$ cat config.mk
export PLATFORM = sky130hd
export DESIGN_NAME = indicator_status_monitor
export DESIGN_NICKNAME = d
export VERILOG_FILES = /design/src/design/indicator_status_monitor.v
export VERILOG_INCLUDE_DIRS = /design/src /design/src/design
export SDC_FILE = /design/constraint.sdc
export NUM_CORES = 1
export LEC_CHECK = 0
export BUFFER_PORTS_ARGS = -buffer_cell sky130_fd_sc_hd__buf_2
export CAP_MARGIN = 20
export CORE_MARGIN = 2
export CORE_UTILIZATION = 40
export DETAILED_ROUTE_END_ITERATION = 10
export SLEW_MARGIN = 20
export SYNTH_ARGS = -nofsm -noshare
export SYNTH_HDL_FRONTEND = slang
export SYNTH_SLANG_ARGS = --single-unit
$ cat constraint.sdc
create_clock -name sys_clk -period 2.8 [get_ports sys_clk]
set_clock_uncertainty 0.1 [all_clocks]
set_input_delay 0.28 -clock sys_clk [delete_from_list [all_inputs] [get_ports sys_clk]]
set_output_delay 0.28 -clock sys_clk [all_outputs]
set_load 0.005 [all_outputs]
$ cat src/design/indicator_status_consts.vh
/*
 * Named constants of the indicator status monitor: status codes,
 * event signal positions and the time base.
 * Assumes inclusion by its bare name from the design file.
 */
`ifndef INDICATOR_STATUS_CONSTS_VH
`define INDICATOR_STATUS_CONSTS_VH

// ----------------------------------------------------------------
// Status codes
// ----------------------------------------------------------------
`define ST_INTERMEDIATE 2'h0
`define ST_OPEN 2'h1
`define ST_CLOSED 2'h2
`define ST_BAD 2'h3

// ----------------------------------------------------------------
// Event signal index, same encoding as the status codes
// ----------------------------------------------------------------
`define SIGS_PER_IND 4
`define EVTS_PER_IND 8
`define EVT_SHIFT 3

// ----------------------------------------------------------------
// Time base
// ----------------------------------------------------------------
`define CLK_PERIOD_NS 50
`define STAMP_RES_NS 1_000_000
`define MS_CYCLES (`STAMP_RES_NS / `CLK_PERIOD_NS)
`define STAMP_W 32
`define NUM_IND 10

`endif

$ cat src/design/indicator_status_monitor.v
/*
 * Indicator status monitor: decodes an open and a close contact per
 * indicator into open, closed, intermediate or bad, and emits filtered,
 * millisecond time-stamped on and off events, one per handshake.
 * Assumes all inputs synchronous to sys_clk; the event sink may stall.
 */
`include "indicator_status_consts.vh"

// Functional notes
// - Neither input active reports intermediate.
// - Both inputs active reports bad.
// - Logic one means active; only open gives open, only close gives closed.
// - Status only; no open or close command outputs exist.
// - On and off event per status signal, stamped at 1 ms resolution.
// - Per event on-only, off-only or both; unselected events discarded.
// - Up to ten independent instances numbered 1 to 10.
// - Selections load only in setup and hold while monitoring runs.
module indicator_status_monitor #(
    parameter NUM_IND = `NUM_IND,
    parameter STAMP_W = `STAMP_W,
    parameter MS_CYCLES = `MS_CYCLES
) (
    input wire sys_clk,
    input wire rst,
    input wire [NUM_IND-1:0] openIn,
    input wire [NUM_IND-1:0] closeIn,
    input wire setupMode,
    input wire [`SIGS_PER_IND*NUM_IND-1:0] cfgOnSel,
    input wire [`SIGS_PER_IND*NUM_IND-1:0] cfgOffSel,
    output wire [2*NUM_IND-1:0] statusCode,
    output wire evtValid,
    input wire evtReady,
    output wire [3:0] evtInst,
    output wire [1:0] evtSig,
    output wire evtOn,
    output wire [STAMP_W-1:0] evtStamp,
    output wire [STAMP_W-1:0] nowStamp
);

    localparam NEV = `EVTS_PER_IND * NUM_IND;
    localparam IW = $clog2(NEV);
    localparam CW = $clog2(MS_CYCLES);

    // ----------------------------------------------------------------
    // Millisecond time base
    // ----------------------------------------------------------------
    reg [CW-1:0] tickCnt_reg;
    reg [STAMP_W-1:0] stamp_reg;

    // Divider gives a one-cycle enable per ms
    // Stamp wraps silently after 2**STAMP_W ms; the sink must allow for it
    always @(posedge sys_clk) begin
        if (rst) begin
            tickCnt_reg <= {CW{1'b0}};
            stamp_reg <= {STAMP_W{1'b0}};
        end else if (tickCnt_reg == MS_CYCLES[CW-1:0] - 1'b1) begin
            tickCnt_reg <= {CW{1'b0}};
            stamp_reg <= stamp_reg + 1'b1;
        end else begin
            tickCnt_reg <= tickCnt_reg + 1'b1;
        end
    end

    assign nowStamp = stamp_reg;

    // ----------------------------------------------------------------
    // Static event selection
    // ----------------------------------------------------------------
    reg [`SIGS_PER_IND*NUM_IND-1:0] onSel_reg;
    reg [`SIGS_PER_IND*NUM_IND-1:0] offSel_reg;

    // Held outside setup so filtering cannot shift under a running monitor
    always @(posedge sys_clk) begin
        if (rst) begin
            onSel_reg <= {`SIGS_PER_IND*NUM_IND{1'b1}};
            offSel_reg <= {`SIGS_PER_IND*NUM_IND{1'b1}};
        end else if (setupMode) begin
            onSel_reg <= cfgOnSel;
            offSel_reg <= cfgOffSel;
        end
    end

    // ----------------------------------------------------------------
    // Signals between the indicators and the arbiter
    // ----------------------------------------------------------------
    wire [NEV-1:0] pendVec;
    wire [STAMP_W*NUM_IND-1:0] stampFlat;
    reg [NEV-1:0] clrVec;
    reg [IW-1:0] sel;
    reg anyPend;
    reg load;

    // ----------------------------------------------------------------
    // Per-indicator decode, change detect and pending events
    // ----------------------------------------------------------------
    genvar g;
    generate
        for (g = 0; g < NUM_IND; g = g + 1) begin : ind
            reg [1:0] status_reg;
            reg [1:0] prev_reg;
            reg [`EVTS_PER_IND-1:0] pend_reg;
            reg [`EVTS_PER_IND-1:0] pend_next;
            reg [STAMP_W-1:0] stampInd_reg;
            reg [1:0] status_next;
            wire changed;
            wire [3:0] onMask;
            wire [3:0] offMask;
            integer k;

            // Reset status matches an idle contact pair, so no event follows reset
            // Decode from the two contacts, every cycle
            always @* begin
                case ({closeIn[g], openIn[g]})
                    2'h0: status_next = `ST_INTERMEDIATE;
                    2'h1: status_next = `ST_OPEN;
                    2'h2: status_next = `ST_CLOSED;
                    2'h3: status_next = `ST_BAD;
                    default: status_next = `ST_INTERMEDIATE;
                endcase
            end

            assign changed = (status_reg != prev_reg) && !setupMode;
            assign onMask = onSel_reg[g*`SIGS_PER_IND +: `SIGS_PER_IND];
            assign offMask = offSel_reg[g*`SIGS_PER_IND +: `SIGS_PER_IND];

            // Pending bits; a new event wins over a same-cycle clear
            always @* begin
                pend_next = pend_reg & ~clrVec[g*`EVTS_PER_IND +: `EVTS_PER_IND];
                for (k = 0; k < `SIGS_PER_IND; k = k + 1) begin
                    if (changed && status_reg == k[1:0] && onMask[k]) begin
                        pend_next[2*k+1] = 1'b1;
                    end
                    if (changed && prev_reg == k[1:0] && offMask[k]) begin
                        pend_next[2*k] = 1'b1;
                    end
                end
            end

            // Status updates each cycle; pending bits follow one cycle later, evtValid two cycles later
            always @(posedge sys_clk) begin
                if (rst) begin
                    status_reg <= `ST_INTERMEDIATE;
                    prev_reg <= `ST_INTERMEDIATE;
                    pend_reg <= {`EVTS_PER_IND{1'b0}};
                    stampInd_reg <= {STAMP_W{1'b0}};
                end else begin
                    status_reg <= status_next;
                    prev_reg <= status_reg;
                    pend_reg <= pend_next;
                    if (changed) begin
                        stampInd_reg <= stamp_reg;
                    end
                end
            end

            assign statusCode[2*g +: 2] = status_reg;
            assign pendVec[g*`EVTS_PER_IND +: `EVTS_PER_IND] = pend_reg;
            assign stampFlat[g*STAMP_W +: STAMP_W] = stampInd_reg;
        end
    endgenerate

    // ----------------------------------------------------------------
    // Event output stage
    // ----------------------------------------------------------------
    reg valid_reg;
    reg [3:0] inst_reg;
    reg [1:0] sig_reg;
    reg on_reg;
    reg [STAMP_W-1:0] evStamp_reg;
    wire [IW-1:0] selInd;
    integer i;

    // Indicator index of the chosen bit, cut on purpose to the 4-bit number
    assign selInd = sel >> `EVT_SHIFT;

    // Lowest pending wins: indicator 1 first, then lower status code, off before on within one code
    // Only the taken bit clears, so later events keep their place
    always @* begin
        sel = {IW{1'b0}};
        anyPend = 1'b0;
        clrVec = {NEV{1'b0}};
        for (i = NEV - 1; i >= 0; i = i - 1) begin
            if (pendVec[i]) begin
                sel = i[IW-1:0];
                anyPend = 1'b1;
            end
        end
        load = anyPend && (!valid_reg || evtReady);
        if (load) begin
            clrVec[sel] = 1'b1;
        end
    end

    // Held until the sink takes it
    always @(posedge sys_clk) begin
        if (rst) begin
            valid_reg <= 1'b0;
            inst_reg <= 4'h0;
            sig_reg <= 2'h0;
            on_reg <= 1'b0;
            evStamp_reg <= {STAMP_W{1'b0}};
        end else if (load) begin
            valid_reg <= 1'b1;
            inst_reg <= selInd[3:0] + 4'h1;
            sig_reg <= sel[2:1];
            on_reg <= sel[0];
            evStamp_reg <= stampFlat[selInd*STAMP_W +: STAMP_W];
        end else if (evtReady) begin
            valid_reg <= 1'b0;
        end
    end

    // No command outputs by design; status and events only
    assign evtValid = valid_reg;
    assign evtInst = inst_reg;
    assign evtSig = sig_reg;
    assign evtOn = on_reg;
    assign evtStamp = evStamp_reg;

endmodule

==> results of run 1 <==
worst min-delay path by stage:
stage | slack (ns) | endpoint | start
after CTS | 0.02 | offSel_reg[38] | setupMode
after detailed placement | 0.35 | ind[2].stampInd_reg[5] | ind[2].stampInd_reg[5]
after global routing | 0.04 | offSel_reg[38] | setupMode
final | 0.04 | offSel_reg[38] | setupMode
after floorplan | 0.31 | offSel_reg[30] | cfgOffSel[30]
after global placement | 0.34 | ind[2].stampInd_reg[29] | ind[2].stampInd_reg[29]
final cells by class:
cell class / count / area [um2] / share of cell area
Multi-Input combinational cell: 2255 / 14000 / 0.404
Sequential cell: 607 / 12200 / 0.351
Timing Repair Buffer: 589 / 5020 / 0.144
Clock buffer: 101 / 2070 / 0.0596
Tap cell: 855 / 1070 / 0.0308
Clock inverter: 20 / 258 / 0.00742
Inverter: 28 / 111 / 0.00321
Antenna cell: 1 / 2.50 / 0.0000720
power by group:
group | switching, uW | total (uW) | internal (uW) | leakage (uW)
registers | 237 | 9080 | 8850 | 0.00494
logic | 3630 | 6600 | 2970 | 0.00753
clock network | 3800 | 9240 | 5440 | 0.00114
cells in the mapped netlist (all sizes together), types with 4 or more instances:
master  number
and3        15
a21o        11
nand2      772
buf         51
mux2i      305
a21oi      392
inv         28
nor2       182
o311ai       8
nor4        32
nor2b       59
a31oi       14
and2        10
o41ai       13
a221oi      31
nand4b       7
dfxtp      607
nand2b      10
xor2        27
o31ai       29
or3         11
nand3b       9
ha           6
o21a         6
a311oi      26
o21ai       31
nand3       44
xnor2       32
nor3        32
clkbuf     189
and4         6
a211oi      42
o21bai       6
nand4       41
or4          4
and4b        6
per-layer routing:
metal  part of all wire  global-route usage  vias to the layer above  wire length, um
met5                  0                   0                        -                0
met4              0.032              0.0814                        0             2960
met3              0.075              0.0464                      186             6980
met2               0.46               0.416                      885            42600
met1               0.43               0.345                    11800            40200
li1                   -                   -                    11700                -
stage by stage:
step | hold slack, ns | cells | total power, uW | setup slack (ns) | setup TNS [ns]
global route | 0.0369 | 4455 | 25600 | -0.105 | -2.69
finish | 0.0442 | 4456 | 24900 | -0.0674 | -0.254
global placement | 0.341 | 4177 | 14300 | -0.304 | -6.73
detailed placement | 0.346 | 4177 | 14300 | -0.262 | -8.31
CTS | 0.0174 | 4409 | 23800 | -0.0572 | -0.553
floorplan | 0.308 | 3128 | 11900 | 0.131 | 0
cell families (layout without fill, tap and decap cells):
kind of cell,count (synthesis),count (layout),share of synthesized area
buffers and inverters,268,738,0.0428
and+or+nand+nor,1252,1254,0.209
other,0,1,0
DFF,607,607,0.462
muxes,307,307,0.117
adders and majority gates,6,6,0.00286
xor gates and xnor gates,59,59,0.0197
AOI/OAI and AO/OA,629,629,0.147
worst max-delay path, cell delays in order (launching register included):
cell      delay (ns)
dfxtp_2         0.35
buf_4           0.14
nor4_2          0.23
buf_4           0.16
nand4_1         0.11
a221o_1         0.32
a31oi_2         0.19
o31a_1          0.27
buf_4           0.27
and3_1          0.21
buf_4           0.20
a311oi_1        0.11
repair_timing:
action | CTS | global route
setup endpoints to repair | 97 | 116
endpoints found under the hold margin | 117 | 0
cloned | 1 | 22
resized for setup | 44 | 161
hold buffers | 107 | 0
pin swaps | 6 | 65
setup buffers | 3 | 24
==> results.toml, run 1 <==
[die]
die_x_um = 260
core-area_um2 = 64700
std_cell_rows = 93
die_height_um = 260
die-area_um2 = 67800
initial_core_util = 0.406
num_io_pins = 196

[critical_path]
crit_end = "ind[8].pend_reg[4]"
crit_fanout = 9
arrival_ns = 3.20
r2r_cells = 11
rr_endpoint = "ind[8].pend_reg[4]"
reg2reg_slack_ns = -0.07
required_ns = 3.13
timing.rr.start = "ind[2].pend_reg[7]"
path_class = "flip-flop to flip-flop"
critPathLaunchType = "flip-flop"
critPathLaunch = "ind[2].pend_reg[7]"
cp-end-kind = "flip-flop"

[routing]
remaining_drc_errors = 0
drt_iter0_markers = 2175
vias = 24500
vias_per_cell = 5.50
firstDrtPassIters = 5
wl_per_cell_um = 20.8
route.final.wire_length_mm = 92.7
postRouteAntennaNets = 0

[yosys]
yosys_register_bits = 607
syn_avg_cell_area_um2 = 8.40
ys_types = 67
synth_edf_count = 0
syn_area_um2 = 26300
async_flop_share = 0
synthFlopType = "dfxtp_1"
synth_fp_nets = 3238
synth_top_area_share = 0.462
ys_top_cells_by_area = "dfxtp_1 46%, mux2i_1 12%, nand2_1 11%, a21oi_1 7.5%, clkbuf_1 2.7%"
ys_warn_count = 0
syn_inst = 3128
yosys.area.top_type = "dfxtp_1"
seq_area_frac_synth = 0.462

[cells_and_area]
drive_gt1_frac = 0.221
final_cell_mix = "764 x nand2_1, 589 x dfxtp_1, 380 x a21oi_1, 295 x mux2i_1, 215 x buf_4"
final_common_cell = "nand2_1"
final_util = 0.537
largest_reg_flops = 320
design_area_um2 = 34700
syn2layout_area_growth_pct = 32.2
nFillCells = 5914
nets = 3660

[global_routing]
antenna_found_initial = 1
grt_util_all_layers = 0.256
grt_max_degree = 201
grt_pass1_vias = 23000
overflow = 0
grt_pass1_wl_mm = 135

[cts]
clk_latency_ns = 0.63
root_buffer = "clkbuf_16"
cts_tree = "built"
numClockSinks = 607
numCtsBuffers = 69
h-tree-depth = 3
clkTransAtPathRegs_ns = 0.06
cts.path.max_buffers = 3

[place]
gp_congestion = 0.922
dp_hpwl_mm = 54.1
port_buffers = 195
postPlaceCellArea_um2 = 29600

[power_and_ir_drop]
p_per_area_nw_per_um2 = 717
ir_drop_v = 0.000415
leakage_uw = 0.0136

[timing]
rsz0062_at_grt = "true"
final.period_utilization = 1.02
fin_ws_ns = -0.0674
maxSlewViolCount = 0
maxSlewHeadroom = 0.183
layout_min_cycle_time_ns = 2.87
fmax_mhz = 349
hold_viol = 0
setup_viol = 9
tightest_slew_ns = 1.23

[job]
drv_cap = 0

[min_path]
min_delay_path_depth = 3
hold_path_class = "input pin to flip-flop"

[status]
status = "complete, but fails checks"
violations = "negative setup slack"
(Power assumes the default switching activity.)
==> run 2: changes to the inputs <==
--- a/config.mk
+++ b/config.mk
@@ -6,6 +6,7 @@
 export SDC_FILE = /design/constraint.sdc
 export NUM_CORES = 1
 export LEC_CHECK = 0
+export ABC_AREA = 1
 export BUFFER_PORTS_ARGS = -buffer_cell sky130_fd_sc_hd__buf_2
 export CAP_MARGIN = 20
 export CORE_MARGIN = 2
==> results.toml, run 2 <==
[timing]
rsz0062_at_grt = "true"
setup_viol = 135
tightest_slew_ns = 1.28
fmax_mhz = 201
fin_ws_ns = -2.16
hold_viol = 0
maxSlewViolCount = 0
final.period_utilization = 1.77
layout_min_cycle_time_ns = 4.96
maxSlewHeadroom = 0.145

[critical_path]
cp-end-kind = "flip-flop"
critPathLaunchType = "flip-flop"
path_class = "flip-flop to flip-flop"
required_ns = 3.15
cp_top_family = "simple AND/OR/NAND/NOR gates"
worst-path-buf-inv = 2
slowest_stage = "dfxtp_2"
arrival_ns = 5.31
cpPeakStageDelay_ns = 0.34
crit_fanout = 8
crit_top_cell = "nand2_1"

[yosys]
ys_warn_count = 0
yosys.area.top_type = "dfxtp_1"
ys_top_cells_by_area = "dfxtp_1 48%, o21ai_0 11%, a21oi_1 11%, nand2_1 7.3%, inv_1 5.1%"
syn_inst = 3486
synth_top_area_share = 0.481
synth_edf_count = 0
synth_most_common_cell = "dfxtp_1"
async_flop_share = 0
yosys-top-cells-count = "607 x dfxtp_1, 568 x o21ai_0, 553 x a21oi_1"
syn_area_um2 = 25300
synth_fp_nets = 3596
seq_area_frac_synth = 0.481
ys_types = 30
syn_avg_cell_area_um2 = 7.25
synthFlopType = "dfxtp_1"
yosys_register_bits = 607

[die]
die_height_um = 255
num_io_pins = 196
die-area_um2 = 65200
core-area_um2 = 62700
die_x_um = 255
initial_core_util = 0.403
std_cell_rows = 92

[cells_and_area]
nFillCells = 5765
final_cells = 4881
drive_gt1_frac = 0.233
syn2layout_area_growth_pct = 38.9
final_cell_mix = "603 x dfxtp_1, 495 x a21oi_1, 461 x nand2_1, 429 x o21ai_0, 323 x inv_1"
final_common_cell = "dfxtp_1"
largest_reg_flops = 320
multi_input_area_um2 = 12100
num_antenna_cells = 0
seqCellArea_um2 = 12200
nets = 4097

[routing]
vias = 25900
remaining_drc_errors = 0
postRouteAntennaNets = 0
firstDrtPassIters = 6
vias_per_cell = 5.31
wl_per_cell_um = 18.0
route.final.wire_length_mm = 87.8
drt_iter0_markers = 2153

[cts]
clkTransAtPathRegs_ns = 0.07
numCtsBuffers = 68
clk_latency_ns = 0.61
cts_tree = "built"
numClockSinks = 607
h-tree-depth = 3
cts.path.max_buffers = 3
root_buffer = "clkbuf_16"

[status]
status = "complete, but fails checks"
violations = "negative setup slack"

[global_routing]
grt_pass1_vias = 24000
overflow = 0
antenna_found_initial = 0
grt_util_all_layers = 0.250
grt_pass1_wl_mm = 133
grt_max_degree = 136

[power_and_ir_drop]
p_per_area_nw_per_um2 = 793
combPwrFrac = 0.329
ir_drop_v = 0.000532
leakage_uw = 0.0145
power.share.switching = 0.327
p_int_uw = 18700
p_seq_frac = 0.349
clockPowerShare = 0.322
switchingPower_uw = 9100

[place]
port_buffers = 195
place_ws_ns = -2.05
gp_congestion = 0.833
dp_hpwl_mm = 50.0
placedCellCount = 4555

[min_path]
hold_path_class = "input pin to flip-flop"

[job]
drv_cap = 0
## run 2: cell count changes after synthesis, moves of 83 or more
cell | before | now
nor2_1 | 182 | 265
o21ai_0 | 25 | 568
mux2i_1 | 305 | 0
nand2_1 | 770 | 492
nand3_1 | 44 | 162
a21oi_1 | 392 | 553
nand4_1 | 41 | 135
inv_1 | 27 | 340
## run 2: layout make-up
cell class / count / area share
Timing Repair Buffer: 676 / 0.178
Sequential cell: 607 / 0.346
Clock buffer: 103 / 0.0571
Clock inverter: 15 / 0.00552
Inverter: 360 / 0.0397
Multi-Input combinational cell: 2274 / 0.343
Tap cell: 846 / 0.0301
## run 2: cells by family (layout without fill, tap and decap cells)
logic type | count (synthesis) | in the layout | share of synthesized area
compound gates | 1172 | 1172 | 0.237
buf+inv | 606 | 1154 | 0.0914
fa+ha+maj | 6 | 6 | 0.00297
xor+xnor | 3 | 3 | 0.00104
flops | 607 | 607 | 0.481
simple gates | 1092 | 1093 | 0.187
## run 2: path summary, 6_finish.rpt
| kind | from | endpoint | slack [ns] | cells after the start |
|---|---|---|---|---|
| min reg2reg | ind[4].stampInd_reg[4] | ind[4].stampInd_reg[4] | 0.35 | 2 |
| min | rst | onSel_reg[11] | 0.007 | 3 |
| max | ind[9].pend_reg[6] | ind[0].pend_reg[6] | -2.16 | 84 |
| max reg2reg | ind[9].pend_reg[6] | ind[0].pend_reg[6] | -2.16 | 84 |
## run 2: power by group through the flow
| stage | Sequential, uW | Combinational, uW | Clock [uW] |
|---|---|---|---|
| after floorplan | 9790 | 3410 | 0 |
| after global placement | 9860 | 6110 | 0 |
| after detailed placement | 9860 | 6120 | 0 |
| after CTS | 9690 | 7090 | 9070 |
| after global routing | 9790 | 9800 | 9440 |
| final | 9710 | 9150 | 8970 |
## run 2: layer usage
layer	vias up	track usage	part of all wire
met5	-	0	0
met4	0	0.0693	0.023
met3	131	0.0343	0.064
met2	844	0.412	0.46
met1	12200	0.343	0.45
li1	12700	-	-
## run 2: per-stage QoR
stage          power (uW)   util  area, um2  hold WS (ns)  TNS [ns]
2_1_floorplan       13200      -      25300         0.287   -120.16
3_3_place_gp        16000  0.464      29100         0.337   -192.91
3_5_place_dp        16000  0.464      29100         0.343   -190.48
4_1_cts             25800  0.532      33400       0.00609   -214.72
5_1_grt             29000  0.560      35100        0.0423   -310.33
6_report            27800  0.560      35100       0.00690   -222.52
## run 2: what timing repair did
| action | CTS | global route |
|---|---|---|
| hold endpoints to repair | 100 | 0 |
| resized for setup | 152 | 369 |
| cloned | 10 | 24 |
| hold buffers | 100 | 0 |
| pin swaps | 45 | 138 |
| setup buffers | 54 | 55 |
| setup endpoints to repair | 133 | 158 |
## run 2: worst register-to-register path, delay by kind of cell (launching register included)
kind,cells,cell delay (ns)
DFF,1,0.34
AOI/OAI and AO/OA,1,0.06
buffers and inverters,2,0.22
and+or+nand+nor,81,4.07
